File: src/pseq_defs.vh
`ifndef PSEQ_DEFS_VH
`define PSEQ_DEFS_VH

// program counter and stack
`define PSEQ_PC_W 11
`define PSEQ_PC_ZERO 11'h000
`define PSEQ_PC_ONE 11'h001
`define PSEQ_RST_VEC 11'h000
`define PSEQ_IRQ_VEC 11'h004
`define PSEQ_STK_LEVELS 3'h4
`define PSEQ_STK_EMPTY 3'h0
`define PSEQ_SMALL_HI_MASK 11'h3ff
`define PSEQ_LAST_PAGE 3'h7

// instruction cycle phases t1..t4
`define PSEQ_PH_FIRST 2'h0
`define PSEQ_PH_LAST 2'h3

// commands from the decoder
`define PSEQ_CMD_NOP 4'h0
`define PSEQ_CMD_JMP 4'h1
`define PSEQ_CMD_CALL 4'h2
`define PSEQ_CMD_SUB_RETURN 4'h3
`define PSEQ_CMD_INT_RETURN 4'h4
`define PSEQ_CMD_SKIP 4'h5
`define PSEQ_CMD_TBRD_FULL 4'h6
`define PSEQ_CMD_TBRD_PAGE 4'h7
`define PSEQ_CMD_TBRD_LAST 4'h8
`define PSEQ_CMD_ADD 4'h9
`define PSEQ_CMD_SUB 4'ha
`define PSEQ_CMD_AND 4'hb
`define PSEQ_CMD_OR 4'hc
`define PSEQ_CMD_XOR 4'hd
`define PSEQ_CMD_MOV 4'he

// register byte offsets
`define PSEQ_REG_PC_LOW 8'h00
`define PSEQ_REG_TBL_LO 8'h04
`define PSEQ_REG_TBL_HI 8'h08
`define PSEQ_REG_TDH 8'h0c
`define PSEQ_REG_ACC 8'h10
`define PSEQ_REG_ALU_ST 8'h14
`define PSEQ_REG_CTRL 8'h18
`define PSEQ_REG_STATE 8'h1c

// field positions and reset values
`define PSEQ_ST_C 0
`define PSEQ_ST_Z 1
`define PSEQ_CTRL_IE 0
`define PSEQ_STATE_PEND 16
`define PSEQ_STATE_OVF 17
`define PSEQ_STATE_BIG 18
`define PSEQ_RST_BYTE 8'h00
`define PSEQ_RST_WORD 32'h00000000

`endif

File: src/pseq_core.v
//
// Contract
// [RULE_01] pc steps by one per instruction cycle unless a transfer loads it; here the cycle that executes a table read holds pc
// [RULE_02] only the low pc byte is a software register; here the state register also reads back the whole pc
// [RULE_03] jump, call, interrupt and reset load a target address into pc
// [RULE_04] a met skip discards the prefetched word and runs a dummy cycle
// [RULE_05] pc high part is two bits small variant, three bits large
// [RULE_06] writing pc low byte jumps inside the current 256 word page
// [RULE_07] a pc low byte jump inserts one dummy cycle
// [RULE_08] four level return stack, pc values only, hidden from software
// [RULE_09] call and interrupt acknowledge push pc on the stack
// [RULE_10] both return commands pop the stack into pc
// [RULE_11] reset leaves the stack empty
// [RULE_12] full stack holds interrupt pending until a return frees a level
// [RULE_13] a call on a full stack still executes
// [RULE_14] overflow loses the oldest saved pc
// [RULE_15] alu ops update carry and zero and write the chosen destination; here only add and sub update carry
// [RULE_16] program words are 16 bits, 1k or 2k deep
// [RULE_17] execution starts at address zero after reset
// [RULE_18] table pointer low and high form a full program address
// [RULE_19] table read puts low byte to data register, high byte to tdh
// [RULE_20] present page table read is relative to the current page
// [RULE_21] table reads take two cycles, tdh is read only
// [RULE_22] programmer holds reset low while programming
// [RULE_23] instruction cycle is four phases, pc steps at the first
`include "pseq_defs.vh"

module pseq_core (
  // clock and reset
  input wire ref_clk,
  input wire rst_b,
  // variant strap, high for the 2k part
  input wire size_large,
  // classic wishbone slave
  input wire wb_cyc_i,
  input wire wb_stb_i,
  input wire wb_we_i,
  input wire [7:0] wb_adr_i,
  input wire [3:0] wb_sel_i,
  input wire [31:0] wb_dat_i,
  output reg [31:0] wb_dat_o,
  output reg wb_ack_o,
  // program memory
  output reg [10:0] pm_addr_r,
  input wire [15:0] pm_rdata,
  // decoder side
  output reg [1:0] phase_r,
  output reg [15:0] ir_r,
  output reg slot_ok_r,
  output reg cmd_done_r,
  input wire [3:0] cmd_code,
  input wire [10:0] cmd_addr,
  input wire [7:0] cmd_data,
  input wire [7:0] cmd_dst,
  input wire cmd_to_mem,
  input wire cmd_cond,
  // interrupt request logic
  input wire irq_req,
  output reg irq_ack_r,
  // data memory write port
  output reg dw_we_r,
  output reg [7:0] dw_addr_r,
  output reg [7:0] dw_data_r
);

  reg [10:0] pc_r;
  reg [10:0] stk_r [0:3];
  reg [2:0] depth_r;
  reg big_r;
  reg cap_done_r;
  reg tbl_pend_r;
  reg [7:0] tbl_dst_r;
  reg [7:0] tbl_lo_r;
  reg [2:0] tbl_hi_r;
  reg [7:0] tdh_r;
  reg [7:0] acc_r;
  reg c_r;
  reg z_r;
  reg irq_en_r;
  reg irq_pend_r;
  reg ovf_r;
  reg pcl_pend_r;
  reg [7:0] pcl_wdata_r;

  reg [10:0] pc_nxt;
  reg [10:0] tbl_addr;
  reg [10:0] push_val;
  reg flush;
  reg tbl_go;
  reg push;
  reg pop;
  reg alu_go;
  reg [8:0] alu_res;
  reg alu_sets_c;
  reg [31:0] rd_nxt;
  integer i;

  // small part has no pc bit 10
  function [10:0] pcmask;
    input [10:0] v;
    input big;
    begin
      pcmask = big ? v : (v & `PSEQ_SMALL_HI_MASK); // [RULE_05] [RULE_16]
    end
  endfunction

  wire bound = (phase_r == `PSEQ_PH_LAST);
  wire stk_full = (depth_r == `PSEQ_STK_LEVELS);
  wire [1:0] top_idx = (depth_r == `PSEQ_STK_EMPTY) ? 2'h0 : depth_r[1:0] - 2'h1;
  // a full stack blocks the acknowledge; the request stays pending
  wire take_irq = bound & slot_ok_r & irq_pend_r & irq_en_r & ~stk_full; // [RULE_12]
  wire take_pcl = bound & slot_ok_r & ~take_irq & pcl_pend_r;
  wire take_cmd = bound & slot_ok_r & ~take_irq & ~pcl_pend_r;
  wire wb_req = wb_cyc_i & wb_stb_i & ~wb_ack_o;
  wire wb_wr = wb_req & wb_we_i;

  always @* begin
    pc_nxt = pc_r;
    tbl_addr = pc_r;
    push_val = pc_r;
    flush = 1'b0;
    tbl_go = 1'b0;
    push = 1'b0;
    pop = 1'b0;
    alu_go = 1'b0;
    alu_res = {1'b0, acc_r};
    alu_sets_c = 1'b0;
    if (bound) begin
      pc_nxt = pcmask(pc_r + `PSEQ_PC_ONE, big_r); // [RULE_01] [RULE_23]
      if (take_irq) begin
        pc_nxt = `PSEQ_IRQ_VEC; // [RULE_03]
        flush = 1'b1;
        push = 1'b1; // [RULE_09]
        push_val = pcmask(pc_r - `PSEQ_PC_ONE, big_r);
      end else if (take_pcl) begin
        pc_nxt = pcmask({pc_r[10:8], pcl_wdata_r}, big_r); // [RULE_06]
        flush = 1'b1; // [RULE_07]
      end else if (take_cmd) begin
        case (cmd_code)
          `PSEQ_CMD_JMP: begin
            pc_nxt = pcmask(cmd_addr, big_r); // [RULE_03]
            flush = 1'b1;
          end
          `PSEQ_CMD_CALL: begin
            // a full stack does not stop the call
            pc_nxt = pcmask(cmd_addr, big_r); // [RULE_03] [RULE_13]
            flush = 1'b1;
            push = 1'b1; // [RULE_09]
          end
          `PSEQ_CMD_SUB_RETURN, `PSEQ_CMD_INT_RETURN: begin
            pc_nxt = stk_r[top_idx]; // [RULE_10]
            flush = 1'b1;
            pop = 1'b1;
          end
          `PSEQ_CMD_SKIP: begin
            flush = cmd_cond; // [RULE_04]
          end
          `PSEQ_CMD_TBRD_FULL: begin
            tbl_go = 1'b1;
            pc_nxt = pc_r;
            tbl_addr = pcmask({tbl_hi_r, tbl_lo_r}, big_r); // [RULE_18]
          end
          `PSEQ_CMD_TBRD_PAGE: begin
            tbl_go = 1'b1;
            pc_nxt = pc_r;
            tbl_addr = pcmask({pc_r[10:8], tbl_lo_r}, big_r); // [RULE_20]
          end
          `PSEQ_CMD_TBRD_LAST: begin
            tbl_go = 1'b1;
            pc_nxt = pc_r;
            tbl_addr = pcmask({`PSEQ_LAST_PAGE, tbl_lo_r}, big_r);
          end
          `PSEQ_CMD_ADD: begin
            alu_go = 1'b1;
            alu_sets_c = 1'b1;
            alu_res = {1'b0, acc_r} + {1'b0, cmd_data}; // [RULE_15]
          end
          `PSEQ_CMD_SUB: begin
            alu_go = 1'b1;
            alu_sets_c = 1'b1;
            // carry means no borrow
            alu_res = {1'b0, acc_r} - {1'b0, cmd_data}; // [RULE_15]
            alu_res[8] = ~alu_res[8];
          end
          `PSEQ_CMD_AND: begin
            alu_go = 1'b1;
            alu_res = {1'b0, acc_r & cmd_data};
          end
          `PSEQ_CMD_OR: begin
            alu_go = 1'b1;
            alu_res = {1'b0, acc_r | cmd_data};
          end
          `PSEQ_CMD_XOR: begin
            alu_go = 1'b1;
            alu_res = {1'b0, acc_r ^ cmd_data};
          end
          `PSEQ_CMD_MOV: begin
            alu_go = 1'b1;
            alu_res = {1'b0, cmd_data};
          end
          default: begin
            flush = 1'b0;
          end
        endcase
      end
    end
  end

  always @* begin
    rd_nxt = `PSEQ_RST_WORD;
    case ({wb_adr_i[7:2], 2'b00})
      `PSEQ_REG_PC_LOW: rd_nxt[7:0] = pc_r[7:0]; // [RULE_02]
      `PSEQ_REG_TBL_LO: rd_nxt[7:0] = tbl_lo_r;
      `PSEQ_REG_TBL_HI: rd_nxt[2:0] = tbl_hi_r;
      `PSEQ_REG_TDH: rd_nxt[7:0] = tdh_r;
      `PSEQ_REG_ACC: rd_nxt[7:0] = acc_r;
      `PSEQ_REG_ALU_ST: begin
        rd_nxt[`PSEQ_ST_C] = c_r;
        rd_nxt[`PSEQ_ST_Z] = z_r;
      end
      `PSEQ_REG_CTRL: rd_nxt[`PSEQ_CTRL_IE] = irq_en_r;
      `PSEQ_REG_STATE: begin
        // the stack pointer is kept out of this view
        rd_nxt[10:0] = pc_r; // [RULE_08]
        rd_nxt[`PSEQ_STATE_PEND] = irq_pend_r;
        rd_nxt[`PSEQ_STATE_OVF] = ovf_r;
        rd_nxt[`PSEQ_STATE_BIG] = big_r;
      end
      default: rd_nxt = `PSEQ_RST_WORD;
    endcase
  end

  // wishbone answer one cycle after the strobe
  always @(posedge ref_clk or negedge rst_b) begin
    if (!rst_b) begin
      wb_ack_o <= 1'b0;
      wb_dat_o <= `PSEQ_RST_WORD;
    end else begin
      wb_ack_o <= wb_req;
      if (wb_req) begin
        wb_dat_o <= rd_nxt;
      end
    end
  end

  // strap caught once after reset release
  always @(posedge ref_clk or negedge rst_b) begin
    if (!rst_b) begin
      big_r <= 1'b0;
      cap_done_r <= 1'b0;
    end else if (!cap_done_r) begin
      big_r <= size_large;
      cap_done_r <= 1'b1;
    end
  end

  // software registers; hardware updates below take priority, except that a pc low write beats the take_pcl clear
  always @(posedge ref_clk or negedge rst_b) begin
    if (!rst_b) begin
      tbl_lo_r <= `PSEQ_RST_BYTE;
      tbl_hi_r <= 3'h0;
      acc_r <= `PSEQ_RST_BYTE;
      c_r <= 1'b0;
      z_r <= 1'b0;
      irq_en_r <= 1'b0;
      irq_pend_r <= 1'b0;
      ovf_r <= 1'b0;
      pcl_pend_r <= 1'b0;
      pcl_wdata_r <= `PSEQ_RST_BYTE;
    end else begin
      if (wb_wr && wb_sel_i[0]) begin
        case ({wb_adr_i[7:2], 2'b00})
          `PSEQ_REG_TBL_LO: tbl_lo_r <= wb_dat_i[7:0];
          `PSEQ_REG_TBL_HI: tbl_hi_r <= wb_dat_i[2:0];
          `PSEQ_REG_ACC: acc_r <= wb_dat_i[7:0];
          `PSEQ_REG_ALU_ST: begin
            c_r <= wb_dat_i[`PSEQ_ST_C];
            z_r <= wb_dat_i[`PSEQ_ST_Z];
          end
          `PSEQ_REG_CTRL: irq_en_r <= wb_dat_i[`PSEQ_CTRL_IE];
          default: begin
            ovf_r <= ovf_r;
          end
        endcase
      end
      // tdh has no write path
      if (wb_wr && wb_sel_i[2] && ({wb_adr_i[7:2], 2'b00} == `PSEQ_REG_STATE) &&
          wb_dat_i[`PSEQ_STATE_OVF]) begin
        ovf_r <= 1'b0; // [RULE_21]
      end
      if (push && stk_full) begin
        ovf_r <= 1'b1;
      end
      // a late write replaces one still waiting for its slot
      if (wb_wr && wb_sel_i[0] && ({wb_adr_i[7:2], 2'b00} == `PSEQ_REG_PC_LOW)) begin
        pcl_pend_r <= 1'b1; // [RULE_06]
        pcl_wdata_r <= wb_dat_i[7:0];
      end else if (take_pcl) begin
        pcl_pend_r <= 1'b0;
      end
      irq_pend_r <= irq_req | (irq_pend_r & ~take_irq); // [RULE_12]
      if (take_irq) begin
        irq_en_r <= 1'b0;
      end else if (take_cmd && (cmd_code == `PSEQ_CMD_INT_RETURN)) begin
        irq_en_r <= 1'b1;
      end
      if (alu_go) begin
        if (!cmd_to_mem) begin
          acc_r <= alu_res[7:0]; // [RULE_15]
        end
        z_r <= (alu_res[7:0] == `PSEQ_RST_BYTE);
        if (alu_sets_c) begin
          c_r <= alu_res[8];
        end
      end
    end
  end

  // sequencer, stack and table read
  always @(posedge ref_clk or negedge rst_b) begin
    if (!rst_b) begin
      phase_r <= `PSEQ_PH_FIRST;
      pc_r <= `PSEQ_RST_VEC; // [RULE_17] [RULE_03]
      pm_addr_r <= `PSEQ_RST_VEC;
      ir_r <= 16'h0000;
      slot_ok_r <= 1'b0;
      cmd_done_r <= 1'b0;
      irq_ack_r <= 1'b0;
      depth_r <= `PSEQ_STK_EMPTY; // [RULE_11]
      for (i = 0; i < 4; i = i + 1) begin
        stk_r[i] <= `PSEQ_PC_ZERO;
      end
      tbl_pend_r <= 1'b0;
      tbl_dst_r <= `PSEQ_RST_BYTE;
      tdh_r <= `PSEQ_RST_BYTE;
      dw_we_r <= 1'b0;
      dw_addr_r <= `PSEQ_RST_BYTE;
      dw_data_r <= `PSEQ_RST_BYTE;
    end else begin
      phase_r <= phase_r + 2'h1; // [RULE_23]
      cmd_done_r <= take_cmd;
      irq_ack_r <= take_irq;
      dw_we_r <= 1'b0;
      if (bound) begin
        pc_r <= pc_nxt;
        pm_addr_r <= tbl_go ? tbl_addr : pc_nxt;
        tbl_pend_r <= tbl_go; // [RULE_21]
        if (tbl_go) begin
          tbl_dst_r <= cmd_dst;
        end
        // the table cycle keeps the prefetched word
        if (tbl_pend_r) begin
          tdh_r <= pm_rdata[15:8]; // [RULE_19]
          dw_we_r <= 1'b1;
          dw_addr_r <= tbl_dst_r;
          dw_data_r <= pm_rdata[7:0];
        end else begin
          ir_r <= pm_rdata; // [RULE_16]
        end
        slot_ok_r <= ~flush & ~tbl_go; // [RULE_04] [RULE_07]
        if (alu_go && cmd_to_mem) begin
          dw_we_r <= 1'b1;
          dw_addr_r <= cmd_dst;
          dw_data_r <= alu_res[7:0];
        end
        if (push) begin
          if (stk_full) begin
            // oldest entry drops off the bottom
            for (i = 0; i < 3; i = i + 1) begin
              stk_r[i] <= stk_r[i + 1]; // [RULE_14]
            end
            stk_r[3] <= push_val;
          end else begin
            stk_r[depth_r[1:0]] <= push_val; // [RULE_08]
            depth_r <= depth_r + 3'h1;
          end
        end else if (pop && (depth_r != `PSEQ_STK_EMPTY)) begin
          depth_r <= depth_r - 3'h1; // [RULE_10]
        end
      end
    end
  end

endmodule

File: config.mk
export PLATFORM = sky130hd
export DESIGN_NAME = pseq_core
export DESIGN_NICKNAME = d
export VERILOG_FILES = /design/src/pseq_core.v
export VERILOG_INCLUDE_DIRS = /design/src /design/src/src
export SDC_FILE = /design/constraint.sdc
export NUM_CORES = 1
export LEC_CHECK = 0
export ABC_AREA = 0
export BUFFER_PORTS_ARGS = -buffer_cell sky130_fd_sc_hd__buf_4
export CORE_ASPECT_RATIO = 1.25
export CORE_MARGIN = 2
export CORE_UTILIZATION = 40
export DETAILED_ROUTE_END_ITERATION = 12
export HOLD_SLACK_MARGIN = 0.15
export SYNTH_ARGS = -nofsm -noshare
export SYNTH_HDL_FRONTEND = slang
export SYNTH_SLANG_ARGS = --single-unit
File: constraint.sdc
create_clock -name ref_clk -period 2.9 [get_ports ref_clk]
set_input_delay 0 -clock ref_clk [delete_from_list [all_inputs] [get_ports ref_clk]]
set_output_delay 0 -clock ref_clk [all_outputs]
set_load 0.05 [all_outputs]
==> flow_summary_export.csv <==
group,metric,value,unit
final_layout,area_growth_syn_to_layout,25.8,%
floorplanning,core,0.0250,mm^2
drt,wl,31800,um
drt,ant_nets,0,
worst_setup_path,worstPathCellList,"inv_1 > ha_1 > fa_1 > o21bai_1 > a21oi_1 > a221o_1 > a22oi_1 > a21oi_1 > a2111oi_2 > a31o_1",
cts,clockRootBuffer,"clkbuf_16",
sta,fmax,366,MHz
synth,ys_types,77,
sta,max_slew_margin,48.0,%
final_layout,num_antenna_cells,0,
run,drv_cap,0,
worst_setup_path,endpoint_kind,"register",
cts,numCtsBuffers,17,
outcome,outcome,"finished clean",
pwr,p_leak,0.00585,uW
worst_setup_path,worstPathRequired,3.28,ns
worst_setup_path,rr_startpoint,"acc_r[0]",
cts,clk_latency,0.44,ns
place,hpwl,23500,um
pwr,finalPower,10100,uW
sta,setup_viol,0,
global_routing,grt.total_usage,24.3,%
cts,htree_num_levels,4,
place,dp_slack,0.207,ns
drt,avgViaCountPerCell,5.49,
place,globalplace.congestion,0.907,
worst_setup_path,crit_path_max_fanout,5,
worst_setup_path,path_buf_inv,1,
cts,cts_num_sinks,174,
synth,syn_avg_cell_area,9.44,um^2
hold_path,hold_path.class,"in2async",
sta,finalCritPeriodShare,94.2,%
floorplanning,dieHeight,182,um
synth,synth_seq_area_share,43.1,%
drt,drc,0,
drt,drt-initial-drc-count,541,
final_layout,nets,1387,
worst_setup_path,cp.arrival,3.11,ns
floorplanning,pin_count,182,
synth,ys_seq_elements,174,
global_routing,grt_pass1_vias,8892,
floorplanning,die_w,146,um
floorplanning,die-area,0.0265,mm^2
synth,syn-cell-area,0.0101,mm^2
sta,drv_slew,0,
synth,async_reset_ff_share,100,%
cts,path_clk_slew,0.07,ns
worst_setup_path,crit_path_start_kind,"register",
cts,cts_resized,0,
global_routing,grt_overflow,0,
final_layout,multi_input_area,0.00522,mm^2
sta,fin_crit,2.73,ns
sta,layout_setup_ws,0.169,ns
sta,tightest_slew,0.780,ns
cts,cts_setup_buffers,0,
worst_setup_path,slowest_delay,0.41,ns
drt,post_drt_wl_per_cell,19.8,um
worst_setup_path,worstSetupPathType,"reg2reg",
final_layout,seqCellArea,0.00435,mm^2
worst_setup_path,crit_slowest_cell,"fa_1",
worst_setup_path,r2r-end,"z_r",
synth,yosys_warnings,0,
synth,synth-edff-count,0,
final_layout,layout-drive-gt1-share,23.2,%
global_routing,antenna_found_initial,0,
place,port_buffers,136,
worst_setup_path,rr_worst_depth,10,
worst_setup_path,cp_top_family,"compound AO/OA/AOI/OAI gates",
cts,cts_tree,"done",
sta,finalHoldViolCount,0,
sta,setup_tns,0,ns
drt,via_count,8808,
final_layout,fillers,2428,
floorplanning,initial_core_util,40.3,%
synth,synthFlopType,"dfrtp_1",
pwr,ir_worst_vdd,0.531,mV
cts,clockBufferDepth,2,
worst_setup_path,ff2ff_setup_slack,0.17,ns
global_routing,grt_pass1_wl,50400,um
global_routing,grt_max_degree,72,
sta,fin_skew,0.0130,ns
worst_setup_path,cpMostUsedCell,"a21oi_1",
cts,cts_hold_buf,51,
sta,rsz0062_at_grt,"false",
pwr,power-per-cell-area,792,mW/mm^2
floorplanning,rows,65,
synth,synthCells,1070,
drt,drt-pass1-iter-count,6,
==> kinds of logic after synthesis <==
family                   share of synthesized area, %
other                                          0.0743
XOR/XNOR                                         1.99
flip-flops                                       43.1
multiplexers                                     9.41
AO/OA/AOI/OAI                                    21.8
adder cells (fa/ha/maj)                          4.06
buffers and inverters                            5.93
AND/OR/NAND/NOR                                  13.6
==> area by class of cell <==
cell class                      count  area share (%)
Inverter                           39            1.15
Clock buffer                       19            3.56
Clock inverter                     13            1.16
Multi-Input combinational cell    781            41.1
Timing Repair Buffer              243            15.5
Sequential cell                   174            34.3
Tap cell                          335            3.30
==> per-stage QoR <==
| stage | instance area [um^2] | std cells | hold WS [ns] | utilization (%) |
|---|---|---|---|---|
| 3_3_place_gp | 11600 | 1521 | 0.0755 | 46.3 |
| 6_report | 12700 | 1604 | 0.149 | 50.7 |
| 2_1_floorplan | 10200 | 1087 | -0.296 | - |
| 4_1_cts | 12700 | 1604 | 0.154 | 50.7 |
| 3_5_place_dp | 11600 | 1521 | 0.0763 | 46.3 |
| 5_1_grt | 12700 | 1604 | 0.181 | 50.7 |
==> sequential cells by signal, indices dropped and copies added, names as in the netlist, 11 cells and up <==
register / cells
pc_r: 11
wb_dat_o: 14
stk_r: 44
ir_r: 16
pm_addr_r: 11
==> layer usage <==
metal | global-route usage [%] | part of all wire (%) | vias to the layer above
met5 | 0 | 0 | -
met4 | 7.38 | 2.3 | 0
met3 | 4.45 | 5.2 | 42
met2 | 42.4 | 51 | 277
met1 | 30.6 | 42 | 4297
li1 | - | - | 4192
==> layout by cell type (no fill, tap or decap), types with 11 or more instances in the layout <==
master / count
o21ai_0: 67
nand3_1: 21
a211oi_1: 13
a21oi_1: 74
conb_1: 19
nor2b_1: 12
a21o_1: 14
inv_1: 36
a22o_1: 11
ha_1: 28
a221o_1: 14
dfrtp_1: 174
mux2i_1: 32
nor2_1: 59
xnor2_1: 15
buf_4: 190
clkbuf_16: 17
nand2b_1: 12
dlygate4sd3_1: 51
nor3_1: 22
nand2_1: 124
mux2_2: 56
a22oi_1: 34
==> report_power, final <==
part	leakage (uW)	internal [uW]	switching, uW	total, uW
Sequential	0.00224	2980	565	3550
Combinational	0.00332	1580	2580	4150
Clock	0.000290	1270	1090	2360
==> Yosys cell counts (15+ instances only) <==
master      n  area [um^2]
buf_4      18          135
nand2_1   124          465
nor3_1     22          110
dfrtp_1   174         4350
inv_1      36          135
a21oi_1    74          370
clkbuf_1   57          214
o21ai_0    67          335
mux2i_1    32          320
nor2_1     59          221
ha_1       28          350
mux2_2     56          631
xnor2_1    15          131
nand3_1    21          105
a22oi_1    34          255
==> worst max-delay path by stage <==
stage                     from      endpoint  slack [ns]  cells past startpoint
floorplan           phase_r[0]  pm_addr_r[6]        0.25                     10
global placement      acc_r[0]           z_r        0.27                     10
detailed placement    acc_r[0]           z_r        0.21                     10
CTS                   acc_r[0]           z_r        0.19                     10
global route          acc_r[0]           z_r        0.03                     10
finish                acc_r[0]           z_r        0.17                     10
No activity file was read; power rests on OpenSTA's default activity.
